[src/bch_pkg.sv]
// Package with register map, field positions and fixed values of the bridge header block
package bch_pkg;
  // Byte addresses of the implemented dwords
  localparam logic [7:0] ADDR_CMD_STATUS = 8'h04;
  localparam logic [7:0] ADDR_REV_CLASS  = 8'h08;
  localparam logic [7:0] ADDR_CACHE_HDR  = 8'h0C;
  localparam logic [7:0] ADDR_BUS_NUM    = 8'h18;
  // Status bit positions within the dword
  localparam int BIT_INT_STATUS   = 19;
  localparam int BIT_CAP_LIST     = 20;
  localparam int BIT_PARITY_MSTR  = 24;
  localparam int BIT_SIG_ABORT    = 27;
  localparam int BIT_RCV_ABORT    = 28;
  localparam int BIT_RCV_UNSUPP   = 29;
  localparam int BIT_SIG_SYSERR   = 30;
  localparam int BIT_POISON_DET   = 31;
  localparam int BIT_CLK66_CAP    = 21;
  localparam int BIT_FAST_B2B     = 23;
  localparam int BIT_SEL_TIME_LO  = 25;
  localparam int BIT_SEL_TIME_HI  = 26;
  // Fixed field values
  localparam logic [7:0] CLASS_PROG_IF   = 8'h00;
  localparam logic [7:0] CLASS_SUB       = 8'h04;
  localparam logic [7:0] CLASS_BASE      = 8'h06;
  localparam logic [7:0] LAT_TIMER_VALUE = 8'h00;
  localparam logic [7:0] HEADER_LAYOUT   = 8'h01;
  localparam logic [7:0] BYTE_RESET      = 8'h00;
  localparam logic [31:0] WORD_ZERO      = 32'h0000_0000;
endpackage : bch_pkg

[src/bch_header_regs.sv]
// Bridge configuration header registers behind an APB slave
`timescale 1ns/1ps
`default_nettype none

module bch_header_regs #(
  parameter logic [7:0] SILICON_REV = 8'hA5  // Arbitrary value
) (
  input  wire logic        clk_sys,
  input  wire logic        rst_b,
  input  wire logic        clkEn,
  input  wire logic        psel,
  input  wire logic        penable,
  input  wire logic        pwrite,
  input  wire logic [7:0]  paddr,
  input  wire logic [31:0] pwdata,
  input  wire logic [3:0]  pstrb,
  output logic             pready,
  output logic [31:0]      prdata,
  output logic             pslverr,
  input  wire logic        parityErrorResponseEnable,
  input  wire logic        systemErrorReportEnable,
  input  wire logic        parityErrorEvent,
  input  wire logic        completerAbortSent,
  input  wire logic        completerAbortReceived,
  input  wire logic        unsupportedReqReceived,
  input  wire logic        errorMessageSent,
  input  wire logic        poisonedPacketReceived,
  output logic [7:0]       upstreamBusNumber,
  output logic [7:0]       downstreamBusNumber
);

  // Sticky status flags, one per event source
  logic        parityFlag;
  logic        sigAbortFlag;
  logic        rcvAbortFlag;
  logic        rcvUnsuppFlag;
  logic        sysErrFlag;
  logic        poisonFlag;

  // Writable byte behind the cache line field
  logic [7:0]  cacheLineSize;

  // Bus phase decode
  wire         setupPhase;
  wire         accessPhase;
  wire         doAccess;
  wire         doWrite;

  // Address hits, one per implemented dword
  wire         hitStatus;
  wire         hitRev;
  wire         hitCache;
  wire         hitBus;
  wire         hitAny;

  // Byte-lane write strobes
  wire         wrStatHi;
  wire         wrCache;
  wire         wrBus0;
  wire         wrBus1;

  // Write data split into the lanes that land in registers
  wire [7:0]   wdataLane0;
  wire [7:0]   wdataLane1;

  // Write-one-to-clear strobes
  wire         clrParity;
  wire         clrSysErr;
  wire         clrPoison;

  // Set conditions after the command enables
  wire         setParity;
  wire         setSigAbort;
  wire         setRcvAbort;
  wire         setRcvUnsupp;
  wire         setSysErr;
  wire         setPoison;

  // Next values of the flags
  wire         next_parityFlag;
  wire         next_sigAbortFlag;
  wire         next_rcvAbortFlag;
  wire         next_rcvUnsuppFlag;
  wire         next_sysErrFlag;
  wire         next_poisonFlag;

  // Next values of the writable bytes
  wire [7:0]   next_cacheLineSize;
  wire [7:0]   next_upstreamBusNumber;
  wire [7:0]   next_downstreamBusNumber;

  // Hardwired status fields
  wire         intPendingBit;
  wire         capListBit;
  wire         clk66CapBit;
  wire         fastB2bCapBit;
  wire [1:0]   selTimingBits;

  // Fixed fields of the identity and header dwords
  wire [23:0]  classCode;
  wire [7:0]   latTimerByte;
  wire [7:0]   headerByte;

  // Read words and the registered answer
  wire [31:0]  statusWord;
  wire [31:0]  revWord;
  wire [31:0]  cacheWord;
  wire [31:0]  busWord;
  wire [31:0]  readWord;
  wire [31:0]  next_prdata;
  wire         next_pready;
  wire         next_pslverr;

  // Setup latches the answer, access completes it; no wait states
  assign setupPhase  = psel & ~penable;
  assign accessPhase = psel & penable;
  assign doAccess    = accessPhase & pready & clkEn;
  assign doWrite     = doAccess & pwrite;

  // Address decode on the full byte address
  assign hitStatus = (paddr == bch_pkg::ADDR_CMD_STATUS);
  assign hitRev    = (paddr == bch_pkg::ADDR_REV_CLASS);
  assign hitCache  = (paddr == bch_pkg::ADDR_CACHE_HDR);
  assign hitBus    = (paddr == bch_pkg::ADDR_BUS_NUM);
  assign hitAny    = hitStatus | hitRev | hitCache | hitBus;

  // Only the selected byte lanes of a mapped dword are written
  // Status flags all sit in byte 3, so the other lanes of it write nothing
  assign wrStatHi = doWrite & hitStatus & pstrb[3];
  assign wrCache  = doWrite & hitCache & pstrb[0];
  assign wrBus0   = doWrite & hitBus & pstrb[0];
  assign wrBus1   = doWrite & hitBus & pstrb[1];

  // Lane data for the byte registers
  assign wdataLane0 = pwdata[7:0];
  assign wdataLane1 = pwdata[15:8];

  // A one written to the parity, system error or poison bit clears it; a zero leaves it
  assign clrParity = wrStatHi & pwdata[bch_pkg::BIT_PARITY_MSTR];
  assign clrSysErr = wrStatHi & pwdata[bch_pkg::BIT_SIG_SYSERR];
  assign clrPoison = wrStatHi & pwdata[bch_pkg::BIT_POISON_DET];

  // Parity and system error flags obey the command enables
  assign setParity    = parityErrorEvent & parityErrorResponseEnable;
  assign setSigAbort  = completerAbortSent;
  assign setRcvAbort  = completerAbortReceived;
  assign setRcvUnsupp = unsupportedReqReceived;
  assign setSysErr    = errorMessageSent & systemErrorReportEnable;
  assign setPoison    = poisonedPacketReceived;

  // Set beats clear, so an event in the clearing cycle is kept
  // Read-only flags only ever set; reset alone clears them
  assign next_parityFlag    = setParity | (parityFlag & ~clrParity);
  assign next_sigAbortFlag  = setSigAbort | sigAbortFlag;
  assign next_rcvAbortFlag  = setRcvAbort | rcvAbortFlag;
  assign next_rcvUnsuppFlag = setRcvUnsupp | rcvUnsuppFlag;
  assign next_sysErrFlag    = setSysErr | (sysErrFlag & ~clrSysErr);
  assign next_poisonFlag    = setPoison | (poisonFlag & ~clrPoison);

  // Writable bytes follow their strobes
  assign next_cacheLineSize       = wrCache ? wdataLane0 : cacheLineSize;
  assign next_upstreamBusNumber   = wrBus0 ? wdataLane0 : upstreamBusNumber;
  assign next_downstreamBusNumber = wrBus1 ? wdataLane1 : downstreamBusNumber;

  // Interrupt pending is never set, forwarded interrupts included
  // Legacy fields of a parallel bus read zero and take no writes
  assign intPendingBit = 1'b0;
  assign capListBit    = 1'b1;
  assign clk66CapBit   = 1'b0;
  assign fastB2bCapBit = 1'b0;
  assign selTimingBits = 2'h0;

  // Class code, latency timer and header layout are hardwired
  assign classCode    = {bch_pkg::CLASS_BASE, bch_pkg::CLASS_SUB, bch_pkg::CLASS_PROG_IF};
  assign latTimerByte = bch_pkg::LAT_TIMER_VALUE;
  assign headerByte   = bch_pkg::HEADER_LAYOUT;

  // Status dword bit by bit; command half lives outside this block
  assign statusWord[bch_pkg::BIT_POISON_DET]  = poisonFlag;
  assign statusWord[bch_pkg::BIT_SIG_SYSERR]  = sysErrFlag;
  assign statusWord[bch_pkg::BIT_RCV_UNSUPP]  = rcvUnsuppFlag;
  assign statusWord[bch_pkg::BIT_RCV_ABORT]   = rcvAbortFlag;
  assign statusWord[bch_pkg::BIT_SIG_ABORT]   = sigAbortFlag;
  assign statusWord[bch_pkg::BIT_SEL_TIME_HI:bch_pkg::BIT_SEL_TIME_LO] = selTimingBits;
  assign statusWord[bch_pkg::BIT_PARITY_MSTR] = parityFlag;
  assign statusWord[bch_pkg::BIT_FAST_B2B]    = fastB2bCapBit;
  assign statusWord[22]                       = 1'b0;
  assign statusWord[bch_pkg::BIT_CLK66_CAP]   = clk66CapBit;
  assign statusWord[bch_pkg::BIT_CAP_LIST]    = capListBit;
  assign statusWord[bch_pkg::BIT_INT_STATUS]  = intPendingBit;
  assign statusWord[18:16]                    = 3'h0;
  assign statusWord[15:0]                     = 16'h0000;

  // Identity, header and bus number dwords
  assign revWord   = {classCode, SILICON_REV};
  assign cacheWord = {8'h00, headerByte, latTimerByte, cacheLineSize};
  assign busWord   = {16'h0000, downstreamBusNumber, upstreamBusNumber};

  // Read mux by address; unmapped reads return zero
  assign readWord = hitStatus ? statusWord :
                    hitRev    ? revWord :
                    hitCache  ? cacheWord :
                    hitBus    ? busWord : bch_pkg::WORD_ZERO;

  // Answer loads at the setup edge and stands for the access cycle
  // A write answers with zero data; an unmapped address with an error
  assign next_pready  = setupPhase;
  assign next_pslverr = setupPhase & ~hitAny;
  assign next_prdata  = (setupPhase & ~pwrite) ? readWord :
                        setupPhase ? bch_pkg::WORD_ZERO : prdata;

  // Registers below all share the asynchronous reset and the clock enable
  // With clkEn low nothing moves, not even the bus handshake, so an event
  // arriving then is not recorded; the source must hold it until enabled
  // Each register has its own short process fed by a next value above

  // Ready is high only in the access cycle after a setup
  // The answer never needs more time, so no wait states are inserted
  // Back-to-back transfers work since setup and access alternate
  always_ff @(posedge clk_sys or negedge rst_b) begin
    if (!rst_b) begin
      pready <= 1'b0;
    end else if (clkEn) begin
      pready <= next_pready;
    end
  end

  // Error answer for addresses outside the implemented dwords
  // Raised together with ready, so the master sees both at one edge
  // Writes to such addresses change nothing
  always_ff @(posedge clk_sys or negedge rst_b) begin
    if (!rst_b) begin
      pslverr <= 1'b0;
    end else if (clkEn) begin
      pslverr <= next_pslverr;
    end
  end

  // Read data taken at the setup edge
  // A flag set during the access cycle shows in the next read
  // Held between transfers so the bus does not toggle needlessly
  always_ff @(posedge clk_sys or negedge rst_b) begin
    if (!rst_b) begin
      prdata <= bch_pkg::WORD_ZERO;
    end else if (clkEn) begin
      prdata <= next_prdata;
    end
  end

  // Parity flag of the primary side
  // Set only while parity response is enabled
  // Cleared by a one in its bit, unless an error arrives in that cycle
  // Level events keep setting it for as long as they stand
  always_ff @(posedge clk_sys or negedge rst_b) begin
    if (!rst_b) begin
      parityFlag <= 1'b0;
    end else if (clkEn) begin
      parityFlag <= next_parityFlag;
    end
  end

  // Completer abort signalled by this port
  // Read-only, so software cannot clear it
  // Only reset brings it back to zero
  // Repeated events leave it set
  always_ff @(posedge clk_sys or negedge rst_b) begin
    if (!rst_b) begin
      sigAbortFlag <= 1'b0;
    end else if (clkEn) begin
      sigAbortFlag <= next_sigAbortFlag;
    end
  end

  // Completer abort received in a completion
  // Read-only, so software cannot clear it
  // Only reset brings it back to zero
  // Repeated events leave it set
  always_ff @(posedge clk_sys or negedge rst_b) begin
    if (!rst_b) begin
      rcvAbortFlag <= 1'b0;
    end else if (clkEn) begin
      rcvAbortFlag <= next_rcvAbortFlag;
    end
  end

  // Unsupported request received in a completion
  // Read-only, so software cannot clear it
  // Only reset brings it back to zero
  // Repeated events leave it set
  always_ff @(posedge clk_sys or negedge rst_b) begin
    if (!rst_b) begin
      rcvUnsuppFlag <= 1'b0;
    end else if (clkEn) begin
      rcvUnsuppFlag <= next_rcvUnsuppFlag;
    end
  end

  // Error message sent upstream
  // Set only while system error reporting is enabled
  // Cleared by a one in its bit, unless a message goes out in that cycle
  // Disabling reporting later does not clear it
  always_ff @(posedge clk_sys or negedge rst_b) begin
    if (!rst_b) begin
      sysErrFlag <= 1'b0;
    end else if (clkEn) begin
      sysErrFlag <= next_sysErrFlag;
    end
  end

  // Poisoned packet seen on the primary side
  // Set whatever the enables say
  // Cleared by a one in its bit, unless a packet arrives in that cycle
  // Level events keep setting it for as long as they stand
  always_ff @(posedge clk_sys or negedge rst_b) begin
    if (!rst_b) begin
      poisonFlag <= 1'b0;
    end else if (clkEn) begin
      poisonFlag <= next_poisonFlag;
    end
  end

  // Cache line size, kept only to be read back
  // Nothing else in the port looks at it
  // Written through byte lane 0 alone
  always_ff @(posedge clk_sys or negedge rst_b) begin
    if (!rst_b) begin
      cacheLineSize <= bch_pkg::BYTE_RESET;
    end else if (clkEn) begin
      cacheLineSize <= next_cacheLineSize;
    end
  end

  // Number of the bus on the upstream side
  // Driven out for the routing logic of the port
  // Written through byte lane 0 alone
  always_ff @(posedge clk_sys or negedge rst_b) begin
    if (!rst_b) begin
      upstreamBusNumber <= bch_pkg::BYTE_RESET;
    end else if (clkEn) begin
      upstreamBusNumber <= next_upstreamBusNumber;
    end
  end

  // Number of the bus directly below the bridge
  // Driven out for the routing logic of the port
  // Written through byte lane 1 alone
  always_ff @(posedge clk_sys or negedge rst_b) begin
    if (!rst_b) begin
      downstreamBusNumber <= bch_pkg::BYTE_RESET;
    end else if (clkEn) begin
      downstreamBusNumber <= next_downstreamBusNumber;
    end
  end

endmodule : bch_header_regs
`default_nettype wire

[config.mk]
export PLATFORM = sky130hd
export DESIGN_NAME = bch_header_regs
export DESIGN_NICKNAME = d
export VERILOG_FILES = /design/src/bch_pkg.sv /design/src/bch_header_regs.sv
export SDC_FILE = /design/constraint.sdc
export NUM_CORES = 1
export LEC_CHECK = 0
export BUFFER_PORTS_ARGS = -buffer_cell sky130_fd_sc_hd__buf_2
export CAP_MARGIN = 20
export CORE_AREA = 8 8 83 85
export CTS_CLUSTER_DIAMETER = 200
export DETAILED_ROUTE_END_ITERATION = 12
export DIE_AREA = 0 0 91 93
export PLACE_DENSITY = 0.75
export SYNTH_ARGS = -nofsm -noshare
export SYNTH_HDL_FRONTEND = slang
export SYNTH_SLANG_ARGS = --single-unit
[constraint.sdc]
create_clock -name clk_sys -period 2.1 [get_ports clk_sys]
set_clock_uncertainty 0.1 [all_clocks]
set_input_delay 0.42 -clock clk_sys [delete_from_list [all_inputs] [get_ports clk_sys]]
set_output_delay 0.42 -clock clk_sys [all_outputs]
set_load 0.01 [all_outputs]
Word level (Yosys, flattened, before mapping)
Cells that the tools add are included.
{ "op_classes": {"muxes": 6, "reduce_logical": 5, "n_eq_ne": 4, "bitwise": 37} }
{ "ops": {"columns": ["op", "count"], "rows": [
  ["$mux 32", 3],
  ["$mux 27", 1],
  ["$and 1x1->1", 22],
  ["$mux 17", 1],
  ["$eq 8x4->1 const B", 2],
  ["$mux 16", 1],
  ["$or 1x1->1", 9],
  ["$eq 8x3->1 const B", 1],
  ["$eq 8x5->1 const B", 1],
  ["$reduce_and 2->1", 4],
  ["$not 1->1", 6],
  ["$reduce_bool 2->1", 1]
]} }
{ "totals": {"out_inout_bits": 50, "inputBits": 58, "register_bits": 64} }

Longest topological paths before layout
Gate-level depths: netlist of the first run.
{ "logic_depth": {"word_depth": 10, "ltp_mapped": 6} }

Worst setup path after synthesis of the first run
No wires, ideal clock.
{ "synth_path": {"kind": "in2reg", "from": "input paddr[7]", "to": "register cacheLineSize[0]", "slack_ns": 0.168, "t_required_ns": 1.875, "cell_stages": 6, "setup_ns": 0.125, "arrival_ns": 1.707, "path_cell_list": "nor4_4 and3_2 buf_4 and3_1 buf_4 mux2_2"} }
{ "synth_between": {"elab_chain_cells": 4} }
{ "synth_lines": {"columns": ["item", "line", "source"], "rows": [
  ["start, declared", "bch_header_regs.sv:14", "input wire logic [7:0] paddr,"],
  ["$eq 8x4->1", "bch_header_regs.sv:123", "assign hitCache = (paddr == bch_pkg::ADDR_CACHE_HDR);"],
  ["$and 1x1->1 (2 in series)", "bch_header_regs.sv:130", "assign wrCache = doWrite & hitCache & pstrb[0];"],
  ["$reduce_and 2->1 (no line)", null, null],
  ["end signal, assigned", "bch_header_regs.sv:327", "cacheLineSize <= bch_pkg::BYTE_RESET;"],
  ["end signal, assigned", "bch_header_regs.sv:329", "cacheLineSize <= next_cacheLineSize;"],
  ["end, declared", "bch_header_regs.sv:41", "logic [7:0] cacheLineSize;"]
]} }
No other way between the ends.
A chain may end at the register's enable or synchronous reset.

Worst setup path in the final report of the first run
{ "layout_path": {"from": "input paddr[7]", "to": "register poisonFlag"} }
{ "layout_between": {"elab_chain_cells": 7} }
{ "layout_lines": {"columns": ["item", "line", "source"], "rows": [
  ["$eq 8x3->1", "bch_header_regs.sv:121", "assign hitStatus = (paddr == bch_pkg::ADDR_CMD_STATUS);"],
  ["$and 1x1->1 (2 in series)", "bch_header_regs.sv:129", "assign wrStatHi = doWrite & hitStatus & pstrb[3];"],
  ["$and 1x1->1", "bch_header_regs.sv:141", "assign clrPoison = wrStatHi & pwdata[bch_pkg::BIT_POISON_DET];"],
  ["$not 1->1", "bch_header_regs.sv:158", "assign next_poisonFlag = setPoison | (poisonFlag & ~clrPoison);"],
  ["$and 1x1->1", "bch_header_regs.sv:158", null],
  ["$or 1x1->1", "bch_header_regs.sv:158", null],
  ["end signal, assigned", "bch_header_regs.sv:318", "poisonFlag <= next_poisonFlag;"],
  ["end, declared", "bch_header_regs.sv:38", "logic poisonFlag;"]
]} }
No other way between the ends.

==> impl_table.tex, run 1 <==
\begin{tabular}{lr}
\hline
Metric & Value \\
\hline
\multicolumn{2}{l}{\textbf{Timing}} \\
\quad Post-route worst hold slack & 202.0 ps \\
\quad Crit path time final & approximately 1700 ps \\
\quad Slew @ Worst Pin & slightly below 600 ps \\
\quad Endpoints failing setup & 0 \\
\quad Final TNS setup & 0 ps \\
\quad Final Max Tran Viols & 0 \\
\quad Hold Fails Final Rpt & 0 \\
\quad Max\_slew headroom & between 60\% and 70\% \\
\quad RSZ-0062 raised after global routing & false \\
\quad Achievable frequency & between 500 and 600 MHz \\
\quad Final period utilization & between 80 and 90\% \\
\multicolumn{2}{l}{\textbf{Floorplanning}} \\
\quad Core Footprint & approximately 5700 sq um \\
\quad Die Span Y & 93 microns \\
\quad Effective utilization at floorplan & a little over two fifths \\
\quad Number of top-level pins & 108 \\
\quad Cell Rows & 28 \\
\quad Die Width & slightly above 90 microns \\
\quad Die footprint & $\sim$8500 sq um \\
\multicolumn{2}{l}{\textbf{Setup path}} \\
\quad R2r setup slk & 400 ps \\
\quad Critical R2R Capture & cacheLineSize[6] \\
\quad Critical path capture point & poisonFlag \\
\quad Critical Path End Type & flop \\
\quad Category of the worst setup path launch point & input pin \\
\quad CP Launch Point & paddr[7] \\
\quad Startpoint of the worst-slack reg-to-reg timing path & pready \\
\quad Worst r2r path cells & 5 \\
\quad CP arrival & around 1800 ps \\
\quad Start-to-end type of the worst setup path & in -> reg \\
\quad Critical path fanouts, max & 3 \\
\quad Required time at the endpoint of the critical path & 2210 ps \\
\multicolumn{2}{l}{\textbf{Detailed routing}} \\
\quad Vias per std cell & around 5 \\
\quad Total met2 wirelength after detailed routing & about 2700 microns \\
\quad 1st-pass router iterations & 4 \\
\quad DRC violation count after routing & 0 \\
\quad Uppermost routed layer & met4 \\
\quad WL met1 & around 2500 microns \\
\quad Routed WL & approximately 6000 microns \\
\quad Initial detailed-routing violation count & 42 \\
\quad Antenna Nets Post-Route & 0 \\
\quad Average wire length per cell after detail routing & approximately 16 microns \\
\quad Routed wire length on met3 & 606 microns \\
\quad Routed vias & $\sim$1800 \\
\multicolumn{2}{l}{\textbf{Global route}} \\
\quad First-pass GRT wire length & 9742 microns \\
\quad Number of antenna violations at the first check in global routing & 0 \\
\quad Vias in the first global route & roughly 1900 \\
\quad Sum of overflow across all layers after global routing & 0 \\
\quad Pin count of the biggest net entering global routing & between 50 and 60 \\
\quad All-layer global routing usage & $\sim$15\% \\
\multicolumn{2}{l}{\textbf{Synthesis}} \\
\quad Simple-gate share of the synthesized area & a little under a tenth \\
\quad Area share of the leading cell type in the synthesized netlist & approximately 60\% \\
\quad Leading register cell type out of synthesis & sky130\_fd\_sc\_hd\_\_dfrtp\_1 \\
\quad Post-synthesis mux area share & between 10\% and 20\% \\
\quad Number of enable-type register cells in the synthesized netlist & 0 \\
\quad Largest area contributor in the synthesized netlist & sky130\_fd\_sc\_hd\_\_dfrtp\_1 \\
\quad Top-count cell post-synth & sky130\_fd\_sc\_hd\_\_dfrtp\_1 \\
\quad Largest family of logic cells by synthesized area & compound AO/OA/AOI/OAI gates \\
\quad Combined area of all synthesized cells & 2414 sq um \\
\quad Adder and majority gate portion of the synthesized area & 0\% \\
\quad Synthesized area divided by synthesized cell count & 13.19 sq um \\
\quad Count of cell types in the netlist & 35 \\
\quad Share of flip-flops with an asynchronous set or reset after synthesis & 100.0\% \\
\quad Fraction of synthesized cell area in xor and xnor cells & less than 1\% \\
\quad Sequential-to-total area share from yosys stat & between 50 and 60\% \\
\quad Fraction of the mapped netlist area in compound gates & around 15\% \\
\quad Yosys reg bits & 57 \\
\quad Count of mapped cells out of synthesis & approximately 180 \\
\quad Top post-synthesis cells by count & 57 x sky130\_fd\_sc\_hd\_\_dfrtp\_1, 24 x sky130\_fd\_sc\_hd\_\_mux2\_2, 23 x sky130\_fd\_sc\_hd\_\_a22o\_1 \\
\quad Top cells by area in the synthesized netlist & sky130\_fd\_sc\_hd\_\_dfrtp\_1 59\%, sky130\_fd\_sc\_hd\_\_mux2\_2 11\%, sky130\_fd\_sc\_hd\_\_a22o\_1 8.3\% \\
\quad Synth warnings & 0 \\
\multicolumn{2}{l}{\textbf{Final layout}} \\
\quad Synthesis-to-finish area growth & 30.74\% \\
\quad ANT cells & 0 \\
\quad Fraction of final layout cells sized beyond drive strength 1 & between 50\% and 60\% \\
\quad Number of nets in the finished design & between 300 and 400 \\
\multicolumn{2}{l}{\textbf{Clock network}} \\
\quad Buffer type at the clock tree root & sky130\_fd\_sc\_hd\_\_clkbuf\_8 \\
\quad Post-cts sizing count & 0 \\
\quad H-tree levels & 3 \\
\quad Clock buffer count from CTS & 9 \\
\quad Clock input transition at the sequential cells of the worst setup and hold paths & 60 ps \\
\quad Buffer levels on the longest clock path & 2 \\
\quad Number of setup buffers added after CTS & 0 \\
\quad Clock latency of the later-clocked register in the worst-skew pair & between 300 and 400 ps \\
\quad TritonCTS clock tree & done \\
\quad CTS sink count & 57 \\
\multicolumn{2}{l}{\textbf{Run status}} \\
\quad Run status & complete, no violations \\
\multicolumn{2}{l}{\textbf{Pwr}} \\
\quad Maximum vdd ir drop & 0.4124 mV \\
\quad Areal power density over the cells & 674.5 nW/um\^{}2 \\
\quad Leakage component of the power & $\sim$1.7 nW \\
\multicolumn{2}{l}{\textbf{Place}} \\
\quad Port bufs & 88 \\
\quad Post-DP HPWL & 4473 microns \\
\quad GP Congestion & 0.7821 \\
\multicolumn{2}{l}{\textbf{Worst hold path}} \\
\quad Path class of the lowest-slack min-delay path & in -> reg \\
\multicolumn{2}{l}{\textbf{Job}} \\
\quad Maximum capacitance violations & 0 \\
\hline
\end{tabular}
==> what timing repair did <==
action	in CTS	in global routing
endpoints found under the setup margin	0	0
hold buffers	1	0
hold endpoints to repair	56	0
==> kinds of logic (layout without fill, tap and decap cells) <==
| logic type | count (synthesis) | in the layout |
|---|---|---|
| buffers and inverters | 21 | 123 |
| muxes | 24 | 24 |
| other | 1 | 5 |
| and+or+nand+nor | 34 | 34 |
| DFF | 57 | 57 |
| xor gates and xnor gates | 1 | 1 |
| AOI/OAI and AO/OA | 45 | 45 |
==> critical path, stage by stage <==
cell                       delay [ps]
sky130_fd_sc_hd__buf_2            120
sky130_fd_sc_hd__nor4_4           330
sky130_fd_sc_hd__nand3b_2         140
sky130_fd_sc_hd__or4_4            520
sky130_fd_sc_hd__a221o_1          310
==> worst min path at each step <==
stage	from	end	slack, ps	cells after the start
2_1_floorplan	rst_b	cacheLineSize[0]	20	0
3_3_place_gp	rst_b	prdata[24]	340	2
3_5_place_dp	rst_b	parityFlag	350	2
4_1_cts	completerAbortReceived	rcvAbortFlag	190	2
5_1_grt	completerAbortReceived	rcvAbortFlag	180	2
6_report	completerAbortReceived	rcvAbortFlag	200	2
==> cell type report <==
type | instances | area (sq um)
well taps | 75 | 93.84
flip-flops and latches | 57 | 1426
multi-input cells | 109 | 882.1
fillers | 535 | 2520
repair buffers | 102 | 560.5
clock inverters | 3 | 15.01
clock buffers | 13 | 158.9
inverters | 5 | 18.77
==> per-layer routing <==
metal | vias up | global-route usage (%)
met5 | - | 0
met4 | 0 | 5.730
met2 | 73 | 22.01
met1 | 888 | 17.37
met3 | 9 | 7.452
li1 | 855 | -
==> flip-flops by register name, summed over array words and instances, names as in the netlist <==
name	cells
sigAbortFlag	1
rcvUnsuppFlag	1
downstreamBusNumber	8
poisonFlag	1
parityFlag	1
cacheLineSize	8
pslverr	1
prdata	25
sysErrFlag	1
pready	1
upstreamBusNumber	8
rcvAbortFlag	1
==> cells in the final DEF (no fill, tap or decap), types with 2 or more instances in the layout <==
| master | netlist | final |
|---|---|---|
| sky130_fd_sc_hd__buf_2 | 3 | 88 |
| sky130_fd_sc_hd__dfrtp_1 | 57 | 57 |
| sky130_fd_sc_hd__mux2_2 | 24 | 24 |
| sky130_fd_sc_hd__a22o_1 | 23 | 23 |
| sky130_fd_sc_hd__buf_4 | 10 | 12 |
| sky130_fd_sc_hd__clkbuf_8 | 0 | 11 |
| sky130_fd_sc_hd__nand2_1 | 7 | 7 |
| sky130_fd_sc_hd__o21ai_0 | 7 | 7 |
| sky130_fd_sc_hd__inv_1 | 5 | 5 |
| sky130_fd_sc_hd__conb_1 | 1 | 5 |
| sky130_fd_sc_hd__a21o_1 | 4 | 4 |
| sky130_fd_sc_hd__a22oi_1 | 4 | 4 |
| sky130_fd_sc_hd__and3_1 | 3 | 3 |
| sky130_fd_sc_hd__nand3_1 | 3 | 3 |
| sky130_fd_sc_hd__nor2_1 | 3 | 3 |
| sky130_fd_sc_hd__clkinv_2 | 0 | 3 |
| sky130_fd_sc_hd__nor3_1 | 2 | 2 |
| sky130_fd_sc_hd__and2_1 | 2 | 2 |
| sky130_fd_sc_hd__or2b_1 | 2 | 2 |
| sky130_fd_sc_hd__nand2b_1 | 2 | 2 |
| sky130_fd_sc_hd__a21o_2 | 2 | 2 |
| sky130_fd_sc_hd__nor2b_1 | 2 | 2 |
| sky130_fd_sc_hd__clkbuf_1 | 3 | 2 |
==> per-stage QoR <==
step | cells | util (%) | power [mW] | cell area [sq um] | worst slack [ps]
3_5_place_dp | 347 | 52.36 | 1.255 | 2972 | 19.52
2_1_floorplan | 187 | - | 1.168 | 2429 | 168.2
3_3_place_gp | 347 | 52.36 | 1.252 | 2972 | 28.51
6_report | 364 | 55.60 | 2.128 | 3156 | 370.1
4_1_cts | 364 | 55.60 | 2.161 | 3156 | 362.9
5_1_grt | 364 | 55.60 | 2.228 | 3156 | 191.8
==> power by group <==
part	total, mW	switching [mW]	internal [mW]
Clock	0.894	0.407	0.487
Combinational	0.128	0.0740	0.0543
Sequential	1.11	0.00308	1.10
Total	2.13	0.484	1.64
Note: power is estimated with default switching activity, not from simulation.
==> inputs of run 2 (changes only) <==
--- a/config.mk
+++ b/config.mk
@@ -5,13 +5,14 @@
 export SDC_FILE = /design/constraint.sdc
 export NUM_CORES = 1
 export LEC_CHECK = 0
+export ABC_AREA = 1
 export BUFFER_PORTS_ARGS = -buffer_cell sky130_fd_sc_hd__buf_2
 export CAP_MARGIN = 20
-export CORE_AREA = 8 8 83 85
+export CORE_AREA = 8 8 85 87
 export CTS_CLUSTER_DIAMETER = 200
 export DETAILED_ROUTE_END_ITERATION = 12
-export DIE_AREA = 0 0 91 93
-export PLACE_DENSITY = 0.75
+export DIE_AREA = 0 0 93 95
+export PLACE_DENSITY = 0.74
 export SYNTH_ARGS = -nofsm -noshare
 export SYNTH_HDL_FRONTEND = slang
 export SYNTH_SLANG_ARGS = --single-unit
==> constraint.sdc (replaced) <==
create_clock -name clk_sys -period 1.75 [get_ports clk_sys]
set_clock_uncertainty 0.1 [all_clocks]
set_input_delay 0.35 -clock clk_sys [delete_from_list [all_inputs] [get_ports clk_sys]]
set_output_delay 0.35 -clock clk_sys [all_outputs]
set_load 0.01 [all_outputs]
==> impl_table.tex, run 2 <==
\begin{tabular}{lr}
\hline
Metric & Value \\
\hline
\multicolumn{2}{l}{\textbf{Synthesis}} \\
\quad Sequential-to-total area share from yosys stat & 55.42\% (was 59.10\%) \\
\quad Synth warnings & 0 (unchanged) \\
\quad Count of mapped cells out of synthesis & 313 (was 183) \\
\quad Yosys reg bits & 57 (unchanged) \\
\quad Top-count cell post-synth & sky130\_fd\_sc\_hd\_\_nand2\_1 (was sky130\_fd\_sc\_hd\_\_dfrtp\_1) \\
\quad Synthesized area divided by synthesized cell count & 8.223 sq um (was 13.19 sq um) \\
\quad Leading register cell type out of synthesis & sky130\_fd\_sc\_hd\_\_dfrtp\_1 (unchanged) \\
\quad Largest area contributor in the synthesized netlist & sky130\_fd\_sc\_hd\_\_dfrtp\_1 (unchanged) \\
\quad Top cells by area in the synthesized netlist & sky130\_fd\_sc\_hd\_\_dfrtp\_1 55\%, sky130\_fd\_sc\_hd\_\_nand2\_1 20\%, sky130\_fd\_sc\_hd\_\_nand3\_1 9.7\% (was sky130\_fd\_sc\_hd\_\_dfrtp\_1 59\%, sky130\_fd\_sc\_hd\_\_mux2\_2 11\%, sky130\_fd\_sc\_hd\_\_a22o\_1 8.3\%) \\
\quad Count of cell types in the netlist & 20 (was 35) \\
\quad Top post-synthesis cells by count & 139 x sky130\_fd\_sc\_hd\_\_nand2\_1, 57 x sky130\_fd\_sc\_hd\_\_dfrtp\_1, 50 x sky130\_fd\_sc\_hd\_\_nand3\_1 (was 57 x sky130\_fd\_sc\_hd\_\_dfrtp\_1, 24 x sky130\_fd\_sc\_hd\_\_mux2\_2, 23 x sky130\_fd\_sc\_hd\_\_a22o\_1) \\
\quad Share of flip-flops with an asynchronous set or reset after synthesis & 100.0\% (unchanged) \\
\quad Number of enable-type register cells in the synthesized netlist & 0 (unchanged) \\
\quad Combined area of all synthesized cells & 2574 sq um (was 2414 sq um) \\
\quad Area share of the leading cell type in the synthesized netlist & 55.42\% (was 59.10\%) \\
\multicolumn{2}{l}{\textbf{Setup path}} \\
\quad Critical path fanouts, max & 8 (was 3) \\
\quad CP Launch Point & pready (was paddr[7]) \\
\quad Required time at the endpoint of the critical path & 1860 ps (was 2210 ps) \\
\quad Startpoint of the worst-slack reg-to-reg timing path & pready (unchanged) \\
\quad Critical Path End Type & flop (unchanged) \\
\quad R2r setup slk & 290 ps (was 400 ps) \\
\quad Critical R2R Capture & upstreamBusNumber[4] (was cacheLineSize[6]) \\
\quad CP arrival & 1580 ps (was 1840 ps) \\
\quad Worst r2r path cells & 5 (unchanged) \\
\quad Category of the worst setup path launch point & flop (was input pin) \\
\quad Start-to-end type of the worst setup path & reg -> reg (was in -> reg) \\
\quad Critical path capture point & upstreamBusNumber[4] (was poisonFlag) \\
\multicolumn{2}{l}{\textbf{Detailed routing}} \\
\quad 1st-pass router iterations & 4 (unchanged) \\
\quad Antenna Nets Post-Route & 0 (unchanged) \\
\quad DRC violation count after routing & 0 (unchanged) \\
\quad Vias per std cell & 4.700 (was 5.014) \\
\quad Average wire length per cell after detail routing & 13.45 microns (was 16.12 microns) \\
\quad Routed vias & 2322 (was 1825) \\
\quad Initial detailed-routing violation count & 110 (was 42) \\
\quad Routed WL & 6643 microns (was 5866 microns) \\
\multicolumn{2}{l}{\textbf{Floorplanning}} \\
\quad Die footprint & 8835 sq um (was 8463 sq um) \\
\quad Cell Rows & 28 (unchanged) \\
\quad Effective utilization at floorplan & 44.26\% (was 42.53\%) \\
\quad Die Width & 93 microns (was 91 microns) \\
\quad Number of top-level pins & 108 (unchanged) \\
\quad Die Span Y & 95 microns (was 93 microns) \\
\quad Core Footprint & 5816 sq um (was 5675 sq um) \\
\multicolumn{2}{l}{\textbf{Timing}} \\
\quad Final period utilization & between 80\% and 90\% \\
\quad RSZ-0062 raised after global routing & false (unchanged) \\
\quad Achievable frequency & 683.1 MHz \\
\quad Hold Fails Final Rpt & 0 (unchanged) \\
\quad Endpoints failing setup & 0 (unchanged) \\
\quad Final Max Tran Viols & 0 (unchanged) \\
\quad Final TNS setup & 0 ps (unchanged) \\
\quad Crit path time final & 1464 ps \\
\multicolumn{2}{l}{\textbf{Final layout}} \\
\quad Most flops, register & prdata (unchanged) \\
\quad Fraction of final layout cells sized beyond drive strength 1 & 30.31\% (was 51.21\%) \\
\quad Cell Count, Final, Fillers Out & 494 (was 364) \\
\quad Final core utilization & 57.38\% (was 55.60\%) \\
\quad Most common library cell in the layout ignoring fill and taps & sky130\_fd\_sc\_hd\_\_nand2\_1 (was sky130\_fd\_sc\_hd\_\_buf\_2) \\
\quad Synthesis-to-finish area growth & 29.65\% (was 30.74\%) \\
\quad Top library cells by usage in the layout, fill and taps aside & 139 x sky130\_fd\_sc\_hd\_\_nand2\_1, 88 x sky130\_fd\_sc\_hd\_\_buf\_2, 57 x sky130\_fd\_sc\_hd\_\_dfrtp\_1, 50 x sky130\_fd\_sc\_hd\_\_nand3\_1, 18 x sky130\_fd\_sc\_hd\_\_inv\_1 (was 88 x sky130\_fd\_sc\_hd\_\_buf\_2, 57 x sky130\_fd\_sc\_hd\_\_dfrtp\_1, 24 x sky130\_fd\_sc\_hd\_\_mux2\_2, 23 x sky130\_fd\_sc\_hd\_\_a22o\_1, 12 x sky130\_fd\_sc\_hd\_\_buf\_4) \\
\quad Max FFs per register & 25 (unchanged) \\
\quad Number of nets in the finished design & 473 (was 342) \\
\quad ANT cells & 0 (unchanged) \\
\quad Filler Cell Count & 564 (was 535) \\
\multicolumn{2}{l}{\textbf{Clock network}} \\
\quad CTS sink count & 57 (unchanged) \\
\quad Clock buffer count from CTS & 9 (unchanged) \\
\quad Clock latency of the later-clocked register in the worst-skew pair & 320 ps (was 330 ps) \\
\quad TritonCTS clock tree & done (unchanged) \\
\quad Clock input transition at the sequential cells of the worst setup and hold paths & 60 ps (about the same) \\
\quad H-tree levels & 3 (unchanged) \\
\quad Buffer type at the clock tree root & sky130\_fd\_sc\_hd\_\_clkbuf\_8 (unchanged) \\
\quad Buffer levels on the longest clock path & 2 (unchanged) \\
\quad Post-cts sizing count & 0 (unchanged) \\
\multicolumn{2}{l}{\textbf{Pwr}} \\
\quad Areal power density over the cells & 805.2 nW/um\^{}2 (was 674.5 nW/um\^{}2) \\
\quad Design Power & 2.687 mW (was 2.128 mW) \\
\quad Maximum vdd ir drop & 0.4819 mV (was 0.4124 mV) \\
\quad Leakage component of the power & 2.056 nW (was 1.738 nW) \\
\multicolumn{2}{l}{\textbf{Place}} \\
\quad Port bufs & 88 (unchanged) \\
\quad GP Congestion & 0.8416 (was 0.7821) \\
\quad Cell Count Post-Placement & 478 (was 347) \\
\quad Post-DP HPWL & 4956 microns (was 4473 microns) \\
\multicolumn{2}{l}{\textbf{Global route}} \\
\quad First-pass GRT wire length & 11330 microns (was 9742 microns) \\
\quad Vias in the first global route & 2504 (was 1913) \\
\quad Pin count of the biggest net entering global routing & 58 (unchanged) \\
\quad Sum of overflow across all layers after global routing & 0 (unchanged) \\
\quad Number of antenna violations at the first check in global routing & 1 (was 0) \\
\quad All-layer global routing usage & 16.09\% (was 14.59\%) \\
\multicolumn{2}{l}{\textbf{Job}} \\
\quad Maximum capacitance violations & 0 (unchanged) \\
\multicolumn{2}{l}{\textbf{Worst hold path}} \\
\quad Path class of the lowest-slack min-delay path & in -> reg (unchanged) \\
\multicolumn{2}{l}{\textbf{Run status}} \\
\quad Run status & complete, no violations (unchanged) \\
\hline
\end{tabular}
run 2: changes by cell type in the layout (fill, tap and decap cells not counted), moves of 8 or more:
cell	before	now
sky130_fd_sc_hd__nand4_1	0	8
sky130_fd_sc_hd__nand3_1	3	50
sky130_fd_sc_hd__inv_1	5	18
sky130_fd_sc_hd__a22o_1	23	0
sky130_fd_sc_hd__nand2_1	7	139
sky130_fd_sc_hd__mux2_2	24	0
run 2: critical path, stage by stage (launching register included):
cell and delay [ps]:
sky130_fd_sc_hd__dfrtp_1 390, sky130_fd_sc_hd__nand3_1 200, sky130_fd_sc_hd__nor3b_4 310, sky130_fd_sc_hd__nand2_2 200, sky130_fd_sc_hd__nand2_1 110, sky130_fd_sc_hd__nand2_1 50
run 2: kinds of logic (layout without fill, tap and decap cells):
family | Yosys count | after routing | synth area share [%]
other cells | 1 | 5 | 0.1457
flops | 57 | 57 | 55.42
compound gates | 6 | 6 | 1.167
buf+inv | 37 | 139 | 7.437
simple gates | 212 | 212 | 35.83
run 2: metrics by stage:
stage | setup slack, ps | hold slack [ps] | instance area (sq um)
2_1_floorplan | 329.3 | -45.59 | 2589
3_3_place_gp | 65.76 | 269.5 | 3132
3_5_place_dp | 24.42 | 275.5 | 3132
4_1_cts | 260.8 | 108.2 | 3337
5_1_grt | 160.6 | 117.5 | 3337
6_report | 286.1 | 126.6 | 3337
run 2: final cells by class:
type / count / area, sq um / area share [%]
Timing Repair Buffer: 104 / 575.6 / 17.25
Inverter: 20 / 75.07 / 2.250
Tap cell: 75 / 93.84 / 2.812
Clock buffer: 12 / 155.1 / 4.649
Sequential cell: 57 / 1426 / 42.74
Clock inverter: 3 / 40.04 / 1.200
Multi-Input combinational cell: 223 / 970.9 / 29.10
run 2: how the worst min path moves through the flow:
stage / startpoint / endpoint / slack, ps / cells after the start
after detailed placement: rst_b / downstreamBusNumber[2] / 280 / 2
after CTS: completerAbortReceived / rcvAbortFlag / 110 / 3
after floorplan: rst_b / cacheLineSize[0] / -50 / 0
after global placement: rst_b / prdata[10] / 270 / 2
final: unsupportedReqReceived / rcvUnsuppFlag / 130 / 3
after global routing: completerAbortReceived / rcvAbortFlag / 120 / 3
run 2: repair_timing:
item / 4_1_cts / 5_1_grt
buffers inserted: 0 / 0
endpoints found under the hold margin: 57 / 0
hold buffers: 1 / 0
run 2: power by group:
part,switching [mW],leakage [nW],internal [mW],total [mW]
Combinational,0.0950,1.19,0.0614,0.156
Sequential,0.00396,0.763,1.32,1.33
Clock,0.480,0.102,0.723,1.20
run 2: routing by layer:
| metal | GRT usage (%) | vias up | wire length, microns |
|---|---|---|---|
| li1 | - | 1185 | - |
| met1 | 17.17 | 1065 | 2800 |
| met2 | 28.34 | 62 | 3291 |
| met3 | 6.032 | 8 | 466 |
| met4 | 6.174 | 2 | 72 |
| met5 | 0 | - | 12 |
==> inputs of run 3 (changes only) <==
==> constraint.sdc (replaced) <==
create_clock -name clk_sys -period 1.4 [get_ports clk_sys]
set_clock_uncertainty 0.1 [all_clocks]
set_input_delay 0.28 -clock clk_sys [delete_from_list [all_inputs] [get_ports clk_sys]]
set_output_delay 0.28 -clock clk_sys [all_outputs]
set_load 0.01 [all_outputs]
==> impl_table.tex, run 3 (synthesis results as in run 2) <==
\begin{tabular}{lr}
\hline
Metric & Value \\
\hline
\multicolumn{2}{l}{\textbf{Setup path}} \\
\quad Critical Path End Type & output port (was flop) \\
\quad Category of the worst setup path launch point & flop (unchanged) \\
\quad Start-to-end type of the worst setup path & reg -> out (was reg -> reg) \\
\quad Critical path fanouts, max & 2 (was 8) \\
\quad CP Buf/Inv Count & 2 (was 0) \\
\quad Required time at the endpoint of the critical path & 1020 ps (was 1860 ps) \\
\quad CP arrival & 980 ps (was 1580 ps) \\
\quad Worst r2r path cells & 6 (was 5) \\
\quad List of cells traversed by the critical path & buf\_4 > buf\_6 (was nand3\_1 > nor3b\_4 > nand2\_2 > nand2\_1 > nand2\_1) \\
\quad R2r setup slk & 80 ps (was 290 ps) \\
\quad Library cell contributing the largest single delay on the critical path & sky130\_fd\_sc\_hd\_\_dfrtp\_1 (unchanged) \\
\quad Startpoint of the worst-slack reg-to-reg timing path & pready (unchanged) \\
\quad Peak per-stage delay on the critical path & 390 ps (about the same) \\
\quad Worst path depth & 2 (was 5) \\
\quad Critical R2R Capture & cacheLineSize[3] (was upstreamBusNumber[4]) \\
\quad Kind of cell with the highest combined delay on the critical path & flip-flops (was simple AND/OR/NAND/NOR gates) \\
\multicolumn{2}{l}{\textbf{Timing}} \\
\quad Achievable frequency & between 700 and 800 MHz \\
\quad Final Max Tran Viols & 0 (unchanged) \\
\quad Endpoints failing setup & 0 (unchanged) \\
\quad Crit path time final & about 1400 ps \\
\quad Hold Fails Final Rpt & 0 (unchanged) \\
\quad Fin worst setup slack & 38.20 ps (was 286.1 ps) \\
\quad Final period utilization & between 90\% and 100\% \\
\quad RSZ-0062 raised after global routing & false (unchanged) \\
\quad Post-route worst hold slack & 46.73 ps (was 126.6 ps) \\
\multicolumn{2}{l}{\textbf{Final layout}} \\
\quad Cell Count, Final, Fillers Out & 505 (was 494) \\
\quad Top library cells by usage in the layout, fill and taps aside & 139 x sky130\_fd\_sc\_hd\_\_nand2\_1, 87 x sky130\_fd\_sc\_hd\_\_buf\_2, 57 x sky130\_fd\_sc\_hd\_\_dfrtp\_1, 48 x sky130\_fd\_sc\_hd\_\_nand3\_1, 21 x sky130\_fd\_sc\_hd\_\_buf\_4 (was 139 x sky130\_fd\_sc\_hd\_\_nand2\_1, 88 x sky130\_fd\_sc\_hd\_\_buf\_2, 57 x sky130\_fd\_sc\_hd\_\_dfrtp\_1, 50 x sky130\_fd\_sc\_hd\_\_nand3\_1, 18 x sky130\_fd\_sc\_hd\_\_inv\_1) \\
\quad Synthesis-to-finish area growth & 35.10\% (was 29.65\%) \\
\quad Filler Cell Count & 548 (was 564) \\
\quad Most common library cell in the layout ignoring fill and taps & sky130\_fd\_sc\_hd\_\_nand2\_1 (unchanged) \\
\quad Final core utilization & 59.79\% (was 57.38\%) \\
\quad Fraction of final layout cells sized beyond drive strength 1 & 32.79\% (was 30.31\%) \\
\quad ANT cells & 0 (unchanged) \\
\quad Number of nets in the finished design & 483 (was 473) \\
\quad Most flops, register & prdata (unchanged) \\
\quad Max FFs per register & 25 (unchanged) \\
\multicolumn{2}{l}{\textbf{Clock network}} \\
\quad Buffer levels on the longest clock path & 2 (unchanged) \\
\quad H-tree levels & 3 (unchanged) \\
\quad Clock latency of the later-clocked register in the worst-skew pair & 330 ps (was 320 ps) \\
\quad Buffer type at the clock tree root & sky130\_fd\_sc\_hd\_\_clkbuf\_8 (unchanged) \\
\quad CTS sink count & 57 (unchanged) \\
\quad Clock buffer count from CTS & 9 (unchanged) \\
\quad TritonCTS clock tree & done (unchanged) \\
\quad Clock input transition at the sequential cells of the worst setup and hold paths & 70 ps (was 60 ps) \\
\multicolumn{2}{l}{\textbf{Global route}} \\
\quad Pin count of the biggest net entering global routing & 49 (was 58) \\
\quad Sum of overflow across all layers after global routing & 0 (unchanged) \\
\quad First-pass GRT wire length & 11540 microns (was 11330 microns) \\
\quad All-layer global routing usage & 16.51\% (was 16.09\%) \\
\quad Vias in the first global route & 2446 (was 2504) \\
\quad Number of antenna violations at the first check in global routing & 0 (was 1) \\
\multicolumn{2}{l}{\textbf{Detailed routing}} \\
\quad 1st-pass router iterations & 4 (unchanged) \\
\quad DRC violation count after routing & 0 (unchanged) \\
\quad Average wire length per cell after detail routing & 13.80 microns (was 13.45 microns) \\
\quad Initial detailed-routing violation count & 158 (was 110) \\
\quad Routed vias & 2459 (was 2322) \\
\quad Antenna Nets Post-Route & 0 (unchanged) \\
\quad Vias per std cell & 4.869 (was 4.700) \\
\quad Routed WL & 6971 microns (was 6643 microns) \\
\multicolumn{2}{l}{\textbf{Place}} \\
\quad Port bufs & 88 (unchanged) \\
\quad Cell Count Post-Placement & 487 (was 478) \\
\quad GP Congestion & 0.8203 (was 0.8416) \\
\quad Post-DP HPWL & 5233 microns (was 4956 microns) \\
\quad Pre-CTS setup slack & -190.7 ps (was 24.42 ps) \\
\multicolumn{2}{l}{\textbf{Pwr}} \\
\quad Leakage component of the power & 2.142 nW (was 2.056 nW) \\
\quad Net switching share of the total power & 23.68\% (was 21.56\%) \\
\quad Maximum vdd ir drop & 0.5990 mV (was 0.4819 mV) \\
\quad Areal power density over the cells & 987.5 nW/um\^{}2 (was 805.2 nW/um\^{}2) \\
\quad Sequential share of power & 48.3\% (was 49.4\%) \\
\quad Switching power & 812.9 uW (was 579.3 uW) \\
\quad Internal Dissipation & 2.621 mW (was 2.107 mW) \\
\quad Design Power & 3.434 mW (was 2.687 mW) \\
\quad Part of the total power dissipated in the clock network & 45.2\% (was 44.8\%) \\
\quad Portion of total power attributed to combinational logic & 6.5\% (was 5.8\%) \\
\multicolumn{2}{l}{\textbf{Job}} \\
\quad Maximum capacitance violations & 0 (unchanged) \\
\multicolumn{2}{l}{\textbf{Worst hold path}} \\
\quad Worst hold endpoint & poisonFlag (was rcvUnsuppFlag) \\
\quad Count of cells along the worst hold path & 3 (unchanged) \\
\quad Startpoint of the worst hold path & poisonedPacketReceived (was unsupportedReqReceived) \\
\quad Path class of the lowest-slack min-delay path & in -> reg (unchanged) \\
\multicolumn{2}{l}{\textbf{Floorplanning}} \\
\quad Die Width & 93 microns (unchanged) \\
\quad Number of top-level pins & 108 (unchanged) \\
\quad Core Footprint & 5816 sq um (unchanged) \\
\quad Die footprint & 8835 sq um (unchanged) \\
\quad Effective utilization at floorplan & 44.26\% (unchanged) \\
\quad Cell Rows & 28 (unchanged) \\
\quad Die Span Y & 95 microns (unchanged) \\
\multicolumn{2}{l}{\textbf{Run status}} \\
\quad Run status & complete, no violations (unchanged) \\
\hline
\end{tabular}
## run 3: worst max path at each step
| stage | startpoint | endpoint | slack (ps) |
|---|---|---|---|
| final | pready | pready | 40 |
| after global routing | pready | downstreamBusNumber[3] | 6 |
| after CTS | pready | pready | 0.2 |
| after detailed placement | paddr[5] | downstreamBusNumber[4] | -190 |
| after global placement | paddr[5] | downstreamBusNumber[2] | -140 |
| after floorplan | pready | cacheLineSize[0] | 5 |
## run 3: area by class of cell
class	instances	area [sq um]	area share, %
Sequential cell	57	1426	41.02
Tap cell	75	93.84	2.699
Timing Repair Buffer	114	685.7	19.72
Inverter	20	75.07	2.159
Multi-Input combinational cell	223	991.0	28.50
Clock buffer	10	137.6	3.958
Clock inverter	6	67.56	1.943
## run 3: tightest hold or removal path, cell delays in order
cell	delay, ps
sky130_fd_sc_hd__buf_2	70
sky130_fd_sc_hd__nand2_1	40
sky130_fd_sc_hd__nand2_1	50
## run 3: per-stage QoR
stage	TNS [ps]	instance area, sq um
final	0	3477
after global routing	0	3477
after CTS	0	3462
after detailed placement	-2903	3229
after global placement	-1557	3229
after floorplan	0	2594
## run 3: what timing repair did
action / in CTS / in global routing
hold buffers: 1 / 0
endpoints found under the hold margin: 9 / 0
setup endpoints to repair: 13 / 8
setup buffers: 1 / 0
resized for setup: 2 / 3
pin swaps: 1 / 0
## run 3: layer usage
metal / up-vias / global-route usage (%) / share of wire, %
met2: 74 / 27.34 / 49
met1: 1162 / 19.11 / 42
met5: - / 0 / 0
met3: 12 / 4.524 / 7.3
li1: 1211 / - / -
met4: 0 / 8.993 / 2.1
## run 3: power groups by stage
stage / sequential (mW) / combinational [mW] / clock [mW]
after floorplan: 1.69 / 0.0752 / 0
after global placement: 1.69 / 0.214 / 0
after detailed placement: 1.69 / 0.221 / 0
after CTS: 1.66 / 0.225 / 1.59
after global routing: 1.66 / 0.250 / 1.64
final: 1.66 / 0.225 / 1.55
